==> src/design/shadow_data_pkg.sv <==
// Purpose: constants for the aliased receive/transmit data window of a UART
// Assumes: 32-bit APB, byte-wide character data, one 25 MHz clock
// Notes: offsets are byte addresses
package shadow_data_pkg;

    // ======================================================================
    // data and buffer geometry
    localparam int unsigned DATA_W = 8;
    localparam int unsigned FIFO_DEPTH = 16;
    localparam int unsigned PTR_W = 4;
    localparam int unsigned CNT_W = 5;
    localparam logic [CNT_W-1:0] FIFO_FULL_CNT = 5'h10;
    localparam logic [DATA_W-1:0] DATA_RST = 8'h00;

    // ======================================================================
    // address map
    localparam logic [31:0] SHADOW_RX_TX_DATA_5_ADDR = 32'h50001144;
    localparam logic [31:0] SHADOW_BASE_ADDR =
        SHADOW_RX_TX_DATA_5_ADDR - 32'h00000014;
    localparam logic [31:0] SHADOW_LAST_ADDR =
        SHADOW_BASE_ADDR + 32'h0000003c;
    localparam logic [31:0] CTRL_ADDR = 32'h50001170;
    localparam logic [31:0] LINE_STATUS_ADDR = 32'h50001174;
    localparam logic [31:0] IRQ_STATUS_ADDR = 32'h50001178;
    localparam logic [31:0] IRQ_MASK_ADDR = 32'h5000117c;

    // ======================================================================
    // field positions
    localparam int unsigned CTRL_FIFO_EN_BIT = 0;
    localparam int unsigned CTRL_IR_MODE_BIT = 1;
    localparam int unsigned LSR_DATA_READY_BIT = 0;
    localparam int unsigned LSR_OVERRUN_BIT = 1;
    localparam int unsigned LSR_THR_EMPTY_BIT = 5;
    localparam int unsigned IRQ_W = 3;
    localparam int unsigned IRQ_RX_BIT = 0;
    localparam int unsigned IRQ_OVERRUN_BIT = 1;
    localparam int unsigned IRQ_THR_EMPTY_BIT = 2;

    // ======================================================================
    // reset values
    localparam logic CTRL_FIFO_EN_RST = 1'b0;
    localparam logic CTRL_IR_MODE_RST = 1'b0;
    localparam logic [IRQ_W-1:0] IRQ_MASK_RST = 3'h0;

endpackage

==> src/design/byte_fifo.sv <==
// Purpose: sixteen-entry byte FIFO with valid/ready on both sides
// Assumes: same clock as the bus; flush empties it in one cycle
// Notes: storage is flip-flops indexed by pointers
`timescale 1ns/1ps
module byte_fifo (
    input wire logic clk_sys_i,
    input wire logic arst_n_i,
    input wire logic flush_i,
    input wire logic push_valid_i,
    input wire logic [7:0] push_data_i,
    output logic push_ready_o,
    output logic pop_valid_o,
    output logic [7:0] pop_data_o,
    input wire logic pop_ready_i
);
    typedef struct packed {
        logic [shadow_data_pkg::FIFO_DEPTH-1:0][7:0] mem;
        logic [shadow_data_pkg::PTR_W-1:0] wr;
        logic [shadow_data_pkg::PTR_W-1:0] rd;
        logic [shadow_data_pkg::CNT_W-1:0] cnt;
    } fifo_state_t;

    fifo_state_t state_r;
    fifo_state_t state_nxt;
    logic do_push;
    logic do_pop;

    // ======================================================================
    // flags: full refuses pushes, nothing is overwritten
    assign push_ready_o = (state_r.cnt != shadow_data_pkg::FIFO_FULL_CNT);
    assign pop_valid_o = (state_r.cnt != '0);
    assign pop_data_o = state_r.mem[state_r.rd];
    assign do_push = push_valid_i & push_ready_o;
    assign do_pop = pop_valid_o & pop_ready_i;

    // ======================================================================
    // pointer and count update
    always_comb begin
        state_nxt = state_r;
        if (flush_i) begin
            state_nxt.wr = '0;
            state_nxt.rd = '0;
            state_nxt.cnt = '0;
        end else begin
            if (do_push) begin
                state_nxt.mem[state_r.wr] = push_data_i;
                state_nxt.wr = state_r.wr + 4'h1;
            end
            if (do_pop) begin
                state_nxt.rd = state_r.rd + 4'h1;
            end
            if (do_push && !do_pop) begin
                state_nxt.cnt = state_r.cnt + 5'h01;
            end else if (!do_push && do_pop) begin
                state_nxt.cnt = state_r.cnt - 5'h01;
            end
        end
    end

    // state register
    always_ff @(posedge clk_sys_i or negedge arst_n_i) begin
        if (!arst_n_i) begin
            state_r <= '0;
        end else begin
            state_r <= state_nxt;
        end
    end
endmodule // byte_fifo

==> src/design/shadow_data_port.sv <==
// Purpose: APB data window onto the receive buffer and transmit holding
// Assumes: byte framing, baud and infrared coding live outside this block
// Notes: zero-wait APB slave; unmapped addresses answer with pslverr
`timescale 1ns/1ps
module shadow_data_port (
    input wire logic clk_sys_i,
    input wire logic arst_n_i,
    // apb slave
    input wire logic psel_i,
    input wire logic penable_i,
    input wire logic pwrite_i,
    input wire logic [31:0] paddr_i,
    input wire logic [31:0] pwdata_i,
    input wire logic [3:0] pstrb_i,
    output logic [31:0] prdata_o,
    output logic pready_o,
    output logic pslverr_o,
    // received characters from the serial and infrared decoders
    input wire logic [7:0] rx_data_i,
    input wire logic rx_valid_i,
    input wire logic [7:0] ir_rx_data_i,
    input wire logic ir_rx_valid_i,
    // characters to the serial and infrared transmitters
    output logic [7:0] tx_data_o,
    output logic tx_valid_o,
    input wire logic tx_ready_i,
    output logic [7:0] ir_tx_data_o,
    output logic ir_tx_valid_o,
    input wire logic ir_tx_ready_i,
    // status toward the rest of the uart
    output logic data_ready_flag_o,
    output logic tx_holding_empty_flag_o,
    output logic fifo_enable_o,
    output logic overrun_o,
    output logic irq_o
);
    typedef struct packed {
        logic fifo_en;
        logic ir_mode;
        logic [shadow_data_pkg::IRQ_W-1:0] irq_mask;
        logic [shadow_data_pkg::IRQ_W-1:0] irq_stat;
        logic [7:0] rx_buffer_reg;
        logic rx_buffer_vld;
        logic [7:0] tx_holding_reg;
        logic tx_holding_vld;
        logic [31:0] prdata;
        logic rd_pop_ok;
        logic overrun_sticky;
        logic overrun_pulse;
        logic thr_empty_prev;
    } port_state_t;

    port_state_t state_r;
    port_state_t state_nxt;

    // decode
    logic setup_ph;
    logic access_ph;
    logic shadow_hit;
    logic ctrl_hit;
    logic lsr_hit;
    logic istat_hit;
    logic imask_hit;
    logic mapped;
    logic wr_low;
    logic shadow_wr;
    logic shadow_rd_done;
    logic ctrl_wr;
    // receive path
    logic [7:0] rx_in_data;
    logic rx_in_vld;
    logic rxf_ready;
    logic rxf_valid;
    logic [7:0] rxf_data;
    logic rxf_pop;
    logic data_ready;
    logic [7:0] rx_head;
    logic rx_overrun;
    // transmit path
    logic txf_push;
    logic txf_ready;
    logic txf_valid;
    logic [7:0] txf_data;
    logic tx_out_ready;
    logic tx_out_valid;
    logic [7:0] tx_head;
    logic tx_taken;
    logic thr_empty;
    // misc
    logic flush;
    logic [shadow_data_pkg::IRQ_W-1:0] irq_set;
    logic [shadow_data_pkg::IRQ_W-1:0] irq_clr;
    logic [31:0] rd_mux;

    // ======================================================================
    // apb phase and address decode
    assign setup_ph = psel_i & ~penable_i;
    assign access_ph = psel_i & penable_i;

    // sixteen aligned words share one data port
    always_comb begin
        shadow_hit = 1'b0;
        ctrl_hit = 1'b0;
        lsr_hit = 1'b0;
        istat_hit = 1'b0;
        imask_hit = 1'b0;
        if ((paddr_i >= shadow_data_pkg::SHADOW_BASE_ADDR) &&
            (paddr_i <= shadow_data_pkg::SHADOW_LAST_ADDR) &&
            (paddr_i[1:0] == 2'h0)) begin
            shadow_hit = 1'b1;
        end else if (paddr_i == shadow_data_pkg::CTRL_ADDR) begin
            ctrl_hit = 1'b1;
        end else if (paddr_i == shadow_data_pkg::LINE_STATUS_ADDR) begin
            lsr_hit = 1'b1;
        end else if (paddr_i == shadow_data_pkg::IRQ_STATUS_ADDR) begin
            istat_hit = 1'b1;
        end else if (paddr_i == shadow_data_pkg::IRQ_MASK_ADDR) begin
            imask_hit = 1'b1;
        end
    end

    assign mapped = shadow_hit | ctrl_hit | lsr_hit | istat_hit | imask_hit;
    assign pready_o = 1'b1;
    assign pslverr_o = access_ph & ~mapped;
    assign prdata_o = state_r.prdata;

    // only byte lane 0 carries data; upper lanes are ignored
    assign wr_low = access_ph & pwrite_i & pstrb_i[0];
    assign shadow_wr = wr_low & shadow_hit;
    assign ctrl_wr = wr_low & ctrl_hit;
    assign shadow_rd_done = access_ph & ~pwrite_i & shadow_hit &
                            state_r.rd_pop_ok;

    // ======================================================================
    // changing the fifo mode empties both directions
    assign flush = ctrl_wr &
        (pwdata_i[shadow_data_pkg::CTRL_FIFO_EN_BIT] != state_r.fifo_en);

    // ======================================================================
    // receive side: pick the decoder for the active mode
    assign rx_in_data = state_r.ir_mode ? ir_rx_data_i : rx_data_i;
    assign rx_in_vld = state_r.ir_mode ? ir_rx_valid_i : rx_valid_i;

    // receive fifo pops only on a completed read of a valid byte
    assign rxf_pop = shadow_rd_done & state_r.fifo_en;

    byte_fifo rx_fifo (
        .clk_sys_i(clk_sys_i),
        .arst_n_i(arst_n_i),
        .flush_i(flush),
        .push_valid_i(rx_in_vld & state_r.fifo_en),
        .push_data_i(rx_in_data),
        .push_ready_o(rxf_ready),
        .pop_valid_o(rxf_valid),
        .pop_data_o(rxf_data),
        .pop_ready_i(rxf_pop)
    );

    assign data_ready = state_r.fifo_en ? rxf_valid : state_r.rx_buffer_vld;
    assign rx_head = state_r.fifo_en ? rxf_data : state_r.rx_buffer_reg;

    // overrun: full fifo drops the byte, single buffer is replaced
    always_comb begin
        rx_overrun = 1'b0;
        if (rx_in_vld && !flush) begin
            if (state_r.fifo_en) begin
                rx_overrun = ~rxf_ready;
            end else begin
                rx_overrun = state_r.rx_buffer_vld & ~shadow_rd_done;
            end
        end
    end

    // ======================================================================
    // transmit side: full fifo drops the write silently
    assign txf_push = shadow_wr & state_r.fifo_en & ~flush;

    assign tx_out_ready = state_r.ir_mode ? ir_tx_ready_i : tx_ready_i;
    assign tx_out_valid = state_r.fifo_en ? txf_valid : state_r.tx_holding_vld;
    assign tx_head = state_r.fifo_en ? txf_data : state_r.tx_holding_reg;
    assign tx_taken = tx_out_valid & tx_out_ready;

    byte_fifo tx_fifo (
        .clk_sys_i(clk_sys_i),
        .arst_n_i(arst_n_i),
        .flush_i(flush),
        .push_valid_i(txf_push),
        .push_data_i(pwdata_i[7:0]),
        .push_ready_o(txf_ready),
        .pop_valid_o(txf_valid),
        .pop_data_o(txf_data),
        .pop_ready_i(tx_out_ready & state_r.fifo_en)
    );

    // holding-empty follows the fifo or the single holding register
    assign thr_empty = state_r.fifo_en ? ~txf_valid : ~state_r.tx_holding_vld;

    // only the active transmitter sees a valid character
    assign tx_data_o = tx_head;
    assign ir_tx_data_o = tx_head;
    assign tx_valid_o = tx_out_valid & ~state_r.ir_mode;
    assign ir_tx_valid_o = tx_out_valid & state_r.ir_mode;

    // ======================================================================
    // interrupt events and write-one-to-clear
    always_comb begin
        irq_set = '0;
        irq_set[shadow_data_pkg::IRQ_RX_BIT] = rx_in_vld & ~rx_overrun;
        irq_set[shadow_data_pkg::IRQ_OVERRUN_BIT] = rx_overrun;
        irq_set[shadow_data_pkg::IRQ_THR_EMPTY_BIT] =
            thr_empty & ~state_r.thr_empty_prev;
        irq_clr = '0;
        if (wr_low && istat_hit) begin
            irq_clr = pwdata_i[shadow_data_pkg::IRQ_W-1:0];
        end
    end

    assign irq_o = |(state_r.irq_stat & state_r.irq_mask);

    // ======================================================================
    // read data mux; the data port shows only the low byte
    always_comb begin
        rd_mux = '0;
        if (shadow_hit) begin
            rd_mux[7:0] = rx_head;
        end else if (ctrl_hit) begin
            rd_mux[shadow_data_pkg::CTRL_FIFO_EN_BIT] = state_r.fifo_en;
            rd_mux[shadow_data_pkg::CTRL_IR_MODE_BIT] = state_r.ir_mode;
        end else if (lsr_hit) begin
            rd_mux[shadow_data_pkg::LSR_DATA_READY_BIT] = data_ready;
            rd_mux[shadow_data_pkg::LSR_OVERRUN_BIT] = state_r.overrun_sticky;
            rd_mux[shadow_data_pkg::LSR_THR_EMPTY_BIT] = thr_empty;
        end else if (istat_hit) begin
            rd_mux[shadow_data_pkg::IRQ_W-1:0] = state_r.irq_stat;
        end else if (imask_hit) begin
            rd_mux[shadow_data_pkg::IRQ_W-1:0] = state_r.irq_mask;
        end
    end

    // ======================================================================
    // next state
    always_comb begin
        state_nxt = state_r;
        state_nxt.overrun_pulse = rx_overrun;
        state_nxt.thr_empty_prev = thr_empty;

        // read data and pop permission are fixed in the setup cycle
        if (setup_ph) begin
            state_nxt.prdata = pwrite_i ? 32'h00000000 : rd_mux;
            state_nxt.rd_pop_ok = shadow_hit & ~pwrite_i & data_ready;
        end else if (access_ph) begin
            state_nxt.rd_pop_ok = 1'b0;
        end

        // configuration
        if (ctrl_wr) begin
            state_nxt.fifo_en = pwdata_i[shadow_data_pkg::CTRL_FIFO_EN_BIT];
            state_nxt.ir_mode = pwdata_i[shadow_data_pkg::CTRL_IR_MODE_BIT];
        end
        if (wr_low && imask_hit) begin
            state_nxt.irq_mask = pwdata_i[shadow_data_pkg::IRQ_W-1:0];
        end

        // sticky status: a new event wins over the clear
        state_nxt.irq_stat = (state_r.irq_stat & ~irq_clr) | irq_set;
        if (access_ph && !pwrite_i && lsr_hit) begin
            state_nxt.overrun_sticky = 1'b0;
        end
        if (rx_overrun) begin
            state_nxt.overrun_sticky = 1'b1;
        end

        // single receive buffer: read empties it, new byte replaces it
        if (flush) begin
            state_nxt.rx_buffer_vld = 1'b0;
        end else if (!state_r.fifo_en) begin
            if (shadow_rd_done) begin
                state_nxt.rx_buffer_vld = 1'b0;
            end
            if (rx_in_vld) begin
                state_nxt.rx_buffer_reg = rx_in_data;
                state_nxt.rx_buffer_vld = 1'b1;
            end
        end

        // single holding register: a write fills or overwrites it
        if (flush) begin
            state_nxt.tx_holding_vld = 1'b0;
        end else if (!state_r.fifo_en) begin
            if (tx_taken) begin
                state_nxt.tx_holding_vld = 1'b0;
            end
            if (shadow_wr) begin
                state_nxt.tx_holding_reg = pwdata_i[7:0];
                state_nxt.tx_holding_vld = 1'b1;
            end
        end
    end

    // ======================================================================
    // status outputs
    assign data_ready_flag_o = data_ready;
    assign tx_holding_empty_flag_o = thr_empty;
    assign fifo_enable_o = state_r.fifo_en;
    assign overrun_o = state_r.overrun_pulse;

    // ======================================================================
    // state register
    always_ff @(posedge clk_sys_i or negedge arst_n_i) begin
        if (!arst_n_i) begin
            state_r <= '0;
            state_r.fifo_en <= shadow_data_pkg::CTRL_FIFO_EN_RST;
            state_r.ir_mode <= shadow_data_pkg::CTRL_IR_MODE_RST;
            state_r.irq_mask <= shadow_data_pkg::IRQ_MASK_RST;
            state_r.rx_buffer_reg <= shadow_data_pkg::DATA_RST;
            state_r.tx_holding_reg <= shadow_data_pkg::DATA_RST;
            state_r.thr_empty_prev <= 1'b1;
        end else begin
            state_r <= state_nxt;
        end
    end
endmodule // shadow_data_port

==> config.mk <==
export PLATFORM = sky130hd
export DESIGN_NAME = shadow_data_port
export DESIGN_NICKNAME = d
export VERILOG_FILES = /design/src/design/shadow_data_pkg.sv /design/src/design/byte_fifo.sv /design/src/design/shadow_data_port.sv
export SDC_FILE = /design/constraint.sdc
export NUM_CORES = 1
export LEC_CHECK = 0
export ABC_CLOCK_PERIOD_IN_PS = 4050
export BUFFER_PORTS_ARGS = -buffer_cell sky130_fd_sc_hd__buf_2
export CORE_MARGIN = 2
export CORE_UTILIZATION = 60
export DETAILED_ROUTE_END_ITERATION = 8
export GPL_TIMING_DRIVEN = 0
export PLACE_DENSITY_LB_ADDON = 0.12
export SLEW_MARGIN = 20
export SYNTH_ARGS = -nofsm -noshare
export SYNTH_HDL_FRONTEND = slang
export SYNTH_SLANG_ARGS = --single-unit
==> constraint.sdc <==
create_clock -name clk_sys_i -period 4.05 [get_ports clk_sys_i]
set_input_delay 0.405 -clock clk_sys_i [delete_from_list [all_inputs] [get_ports clk_sys_i]]
set_output_delay 0.405 -clock clk_sys_i [all_outputs]
set_load 0.005 [all_outputs]
==> reports/summary.txt, run 1 <==
Sink Count -> 320
critical path peak fanout -> 10
Max Freq -> 0.262 GHz
post-synthesis cell type count -> 67
Die Wd -> 166 um
sequential area share after synthesis -> 0.510
critical path class -> reg2reg
family with the most delay on the worst path -> compound AO/OA/AOI/OAI gates
final setup violation count -> 0
Synth Register Bits -> 320
final hold violation count -> 0
post-route core utilization -> 0.695
H-Tree Depth -> 2
startpoint types -> flop
syn_area_per_cell -> 12.2 um2
relative slew slack -> 0.252
antenna viol nets, final -> 0
status -> complete, no violations
CP Cell Sequence -> mux2i_1, a211oi_2, clkbuf_1, o21ai_1, inv_1, fa_1, nor2b_1, o21ai_0, nor2b_1, a211oi_1, o21ai_0, nor3b_1
all-layer global routing usage -> 0.277
initial drt markers -> 673
setup_tns -> 0 ps
Post-CTS Repair Setup Buffers -> 0
FP Rows -> 59
clock root buffer master -> clkbuf_16
Hold Path Class -> in2reg
post-route design area -> 18000 um2
Port-buffer cells -> 94
Slew Viols, Final -> 0
Clock Skews -> 21.9 ps
Mapped Cells -> 1291
DP Wirelength -> 26100 um
area delta synth->final -> 14.7%
Synth top area share -> 0.508
Diodes inserted -> 0
share of cells above drive strength 1 -> 0.307
Die Y -> 166 um
via count -> 10936
Pleak -> 8.31 nW
minimum clock period -> 3820 ps
ys flop type -> dfrtp_1
Starting Density -> 0.606
worst-margin pin slew -> 1090 ps
core area -> 25900 um2
Power Total -> 0.00968 W
DRT Pass-1 Iters -> 6
worst path bufs/invs -> 2
number of global-route vias before repair -> 11056
Crit path largest cell delay -> 640 ps
Reg clk slew, reported paths -> 60 ps
Ys Warns -> 0
worst skew pair latency -> 530 ps
Detailed Route WL -> 37200 um
maximum VDD drop -> 478 uV
final net count -> 1560
hold slack -> 167 ps
area leader, netlist -> dfrtp_1
die area -> 27500 um2
Max-Cap Viols -> 0
largest net degree at the start of global routing -> 102
TritonCTS clock tree -> built
Max Root-Sink Buffers -> 3
part of the cycle the worst path needs -> 0.943
PD cells -> 537 nW/um2
first-pass GRT wire length -> 60800 um
CP arrival -> 4180 ps
CP Data Required Time -> 4420 ps
WL/cell -> 20.5 um
Worst setup EP type -> flop
IO Count -> 150
dpl cell area -> 16800 um2
cts bufs inserted -> 36
Post-Synthesis Cell Area -> 15700 um2
most numerous cell in the Yosys netlist -> dfrtp_1
vias per cell -> 6.04
Async SR Flop Fraction -> 1.00
DRC Markers -> 0
grt ovf -> 0
gpl congestion -> 0.859
RSZ-0062 raised after global routing -> false
Synth area leaders -> dfrtp_1 51%, mux2_2 11%, mux4_2 10%
Post-synth EDFFs -> 0
slowest CP cell -> dfrtp_1
initial antenna violation count -> 0
Synth top cells by count -> 319 x dfrtp_1, 149 x mux2_2, 145 x nand2_1
[sequential cells by signal, indices dropped and copies added, names as in the netlist]
register / flops
prdata_o: 8
rx_fifo.state_r: 141
overrun_o: 1
state_r: 28
tx_fifo.state_r: 141
fifo_enable_o: 1
[cell usage in the layout (no fill, tap or decap), types with 14 or more instances in the layout]
cell type  instances
nor2_1            56
clkbuf_1          67
mux2_2           149
a21oi_1           49
nand3_1           14
nand4_1           22
ha_1              16
nand2_1          145
inv_1             18
o21ai_0          134
conb_1            25
clkbuf_16         37
mux4_2            72
dfrtp_1          319
mux2i_1           31
buf_4             41
buf_2             97
[per-layer routing]
layer / track usage / vias to the layer above / part of all wire
li1: - / 4961 / -
met1: 0.396 / 5577 / 0.44
met2: 0.456 / 320 / 0.49
met3: 0.0338 / 78 / 0.049
met4: 0.0798 / 0 / 0.026
met5: 0 / - / 0
[final cells by class]
class | count | area, um2
sequential | 320 | 8010
fill | 1923 | 7900
multi-input combinational | 856 | 7090
clock buffer | 53 | 1050
buffer | 119 | 656
timing repair buffer | 98 | 573
tap | 335 | 419
clock inverter | 12 | 158
inverter | 18 | 67.6
[through the flow]
stage	std cells	worst slack, ps
4_1_cts	1811	7.84
5_1_grt	1811	6.79
2_1_floorplan	1314	709
6_report	1811	231
3_3_place_gp	1743	-3470
3_5_place_dp	1746	-21.1
[cells by family after synthesis]
group	after synthesis	synth area share
other	2	0.000478
and+or+nand+nor	320	0.110
AOI/OAI and AO/OA	226	0.0812
DFF	320	0.510
muxes	252	0.230
xor gates and xnor gates	15	0.00836
buffers and inverters	138	0.0452
adders and majority gates	18	0.0153
[where the power goes]
group          switching [W]  internal (W)
Sequential          0.000408       0.00388
Combinational        0.00118      0.000925
Clock                0.00134       0.00194
Total                0.00293       0.00675
[path summary, 6_finish.rpt]
| check | slack [ps] | endpoint | cells after the start | from |
|---|---|---|---|---|
| worst max-delay path | 230 | rx_fifo.state_r[4]$_DFFE_PN0P_ | 12 | state_r[60]$_DFFE_PN0P_ |
| worst min-delay path | 170 | state_r[3]$_DFFE_PN0P_ | 2 | psel_i |
| worst max register to register | 230 | rx_fifo.state_r[4]$_DFFE_PN0P_ | 12 | state_r[60]$_DFFE_PN0P_ |
| worst min register to register | 480 | prdata_o[7]$_DFFE_PN0P_ | 2 | prdata_o[7]$_DFFE_PN0P_ |
| max in group asynchronous | 2300 | rx_fifo.state_r[107]$_DFFE_PN0P_ | 4 | arst_n_i |
| min in group asynchronous | 450 | tx_fifo.state_r[16]$_DFFE_PN0P_ | 2 | arst_n_i |
[timing repair]
item,4_1_cts,5_1_grt
setup endpoints to repair,9,16
hold buffers,1,0
gates resized for setup,4,3
hold endpoints to repair,75,0
No activity file was read; power rests on OpenSTA's default activity.
==> run 2: changes to the inputs <==
Settings changed: CORE_UTILIZATION 60 to 44.
==> run 2 against run 1 <==
  * Power is 0.56% lower
  * Combinational power about the same
  * Sequential cell count is the same
  * Sequential share of layout area shrank 0.38 points
  * First-iteration DRC count down 13%
  * Via count shrank 3.2%
  * Worst hold slack got worse by 3.1 ps
  * Critical path type is now reg2out
  * Largest cell class unchanged
==> reports/summary.txt, run 2 (synthesis results as in run 1) <==
Die Wd -> 193 um (+16%)
switching power -> 0.00287 W (-2.1%)
P_int -> 0.00676 W (+0.12%)
Worst setup EP type -> primary output
all-layer global routing usage -> 0.213 (-0.0640)
TritonCTS clock tree -> built
DP Wirelength -> 27600 um (+5.9%)
Die Y -> 193 um (+16%)
Clock Skews -> 18.4 ps (-3.56 ps)
Crit Reg-Reg Endpoint -> rx_fifo.state_r[4]$_DFFE_PN0P_
clock root buffer master -> clkbuf_16
Largest regs -> rx_fifo.state_r: 141 flops, tx_fifo.state_r: 141 flops, state_r: 28 flops
area of the multi-input gates -> 7100 um2 (+0.14%)
Detailed Route WL -> 38600 um (+3.9%)
Slew Viols, Final -> 0 (unchanged)
register area -> 8010 um2 (unchanged)
CP arrival -> 3460 ps (-720 ps)
startpoint types -> flop
DRT Pass-1 Iters -> 5 (-1)
antenna viol nets, final -> 0 (unchanged)
largest net degree at the start of global routing -> 95 (-6.9%)
commonest cells after routing, fill and taps aside -> 319 x dfrtp_1, 149 x mux2_2, 145 x nand2_1
DRC Markers -> 0 (unchanged)
worst r2r src -> state_r[60]$_DFFE_PN0P_
HP Start -> psel_i
hold path depth -> 2 (unchanged)
CP Data Required Time -> 3640 ps (-780 ps)
worst-margin pin slew -> 1040 ps (-53.8 ps)
Sink Count -> 320 (unchanged)
via count -> 10581 (-3.2%)
cts bufs inserted -> 37 (+2.8%)
final hold violation count -> 0 (unchanged)
number of global-route vias before repair -> 10531 (-4.7%)
Max Freq -> 0.259 GHz (-1.2%)
Net Sw Frac -> 0.298 (-0.00478)
worst skew pair latency -> 510 ps (-20 ps)
FP Rows -> 69 (+17%)
maximum VDD drop -> 373 uV (-22%)
combinational power share -> 0.218 (about the same)
setup_tns -> 0 ps (unchanged)
IO Count -> 150 (unchanged)
initial drt markers -> 587 (-13%)
most common cell after layout, fill and taps aside -> dfrtp_1
part of the cycle the worst path needs -> 0.955 (+0.0118)
Filler cells -> 3205 (+67%)
critical path peak fanout -> 10 (unchanged)
Reg2Reg Setup Slack -> 300 ps (+70 ps)
Starting Density -> 0.444 (-0.162)
vias per cell -> 5.47 (-9.4%)
area delta synth->final -> 15.7%
Max-Cap Viols -> 0 (unchanged)
die area -> 37200 um2 (+35%)
share of cells above drive strength 1 -> 0.312 (+0.00538)
Post-CTS Repair Setup Buffers -> 0 (unchanged)
clock share of power -> 0.340 (about the same)
Worst R2R Path Depth -> 12 (unchanged)
RSZ-0062 raised after global routing -> false
Port-buffer cells -> 94 (unchanged)
hold slack -> 164 ps (-3.14 ps)
grt ovf -> 0 (unchanged)
WL/cell -> 20.0 um (-2.8%)
post-route design area -> 18200 um2 (+0.86%)
relative slew slack -> 0.307 (+0.0547)
PD cells -> 530 nW/um2 (-1.4%)
minimum clock period -> 3870 ps (+48.0 ps)
Pleak -> 8.32 nW (+0.13%)
dpl cell area -> 16900 um2 (+0.95%)
Max Root-Sink Buffers -> 3 (unchanged)
Flop pwr share -> 0.443 (about the same)
gpl congestion -> 0.811 (-5.6%)
core area -> 35400 um2 (+37%)
post-route core utilization -> 0.513 (-0.182)
status -> complete, no violations
final net count -> 1561 (+0.064%)
Hold Path Class -> in2reg
Reg clk slew, reported paths -> 60 ps (about the same)
critical path class -> reg2out
first-pass GRT wire length -> 60800 um (about the same)
terminating pin of the worst hold path -> state_r[3]$_DFFE_PN0P_
initial antenna violation count -> 1 (+1)
H-Tree Depth -> 2 (unchanged)
final setup violation count -> 0 (unchanged)
==> run 2: layer usage <==
metal / global-route usage / wire (um) / vias up
li1: - / - / 4958
met1: 0.307 / 18000 / 5364
met2: 0.351 / 18600 / 210
met3: 0.0241 / 1430 / 49
met4: 0.0455 / 621 / 0
met5: 0 / 0 / -
==> run 2: timing repair <==
| item | 4_1_cts | 5_1_grt |
|---|---|---|
| gates resized for setup | 6 | 4 |
| hold buffers | 1 | 0 |
| pin swaps | 0 | 0 |
| hold endpoints to repair | 60 | 0 |
| setup endpoints to repair | 17 | 2 |
==> run 2: how the worst max path moves through the flow <==
stage                              startpoint                               to  slack [ps]  cells after the start
2_1_floorplan                      paddr_i[9]   rx_fifo.state_r[4]$_DFFE_PN0P_         710                     12
5_1_grt        tx_fifo.state_r[5]$_DFFE_PN0P_                     tx_data_o[6]         0.9                      7
3_5_place_dp          state_r[60]$_DFFE_PN0P_   rx_fifo.state_r[4]$_DFFE_PN0P_        -210                     12
3_3_place_gp                         arst_n_i  rx_fifo.state_r[92]$_DFFE_PN0P_       -3700                      1
4_1_cts               state_r[60]$_DFFE_PN0P_   rx_fifo.state_r[4]$_DFFE_PN0P_          20                     11
6_report       tx_fifo.state_r[5]$_DFFE_PN0P_                     tx_data_o[6]         180                      7
==> run 2: worst max-delay path, cell delays in order, from the launching register on <==
cell	delay (ps)
dfrtp_1	340
clkbuf_1	420
clkdlybuf4s15_2	570
mux4_2	580
mux4_2	480
mux2_2	310
buf_4	130
buf_2	110
==> run 2: area by class of cell <==
cell class | instances | area share
flip-flops and latches | 320 | 0.441
multi-input cells | 856 | 0.391
clock buffers | 48 | 0.0576
plain buffers | 119 | 0.0364
well taps | 461 | 0.0317
repair buffers | 98 | 0.0315
clock inverters | 14 | 0.00751
inverters | 18 | 0.00372
diodes | 1 | 0.000138
==> run 2: power groups by stage <==
stage / clock [W] / sequential, W / combinational (W)
after floorplan: 0 / 0.00419 / 0.00155
after global placement: 0 / 0.00429 / 0.00204
after detailed placement: 0 / 0.00432 / 0.00210
after CTS: 0.00334 / 0.00426 / 0.00213
after global routing: 0.00347 / 0.00435 / 0.00237
final: 0.00327 / 0.00426 / 0.00209
==> run 2: per-stage QoR <==
stage | worst slack [ps] | power [W] | std cells
after floorplan | 709 | 0.00574 | 1314
after global placement | -3700 | 0.00633 | 1869
after detailed placement | -212 | 0.00642 | 1872
after CTS | 20.9 | 0.00973 | 1934
after global routing | 0.927 | 0.0102 | 1934
final | 183 | 0.00963 | 1935
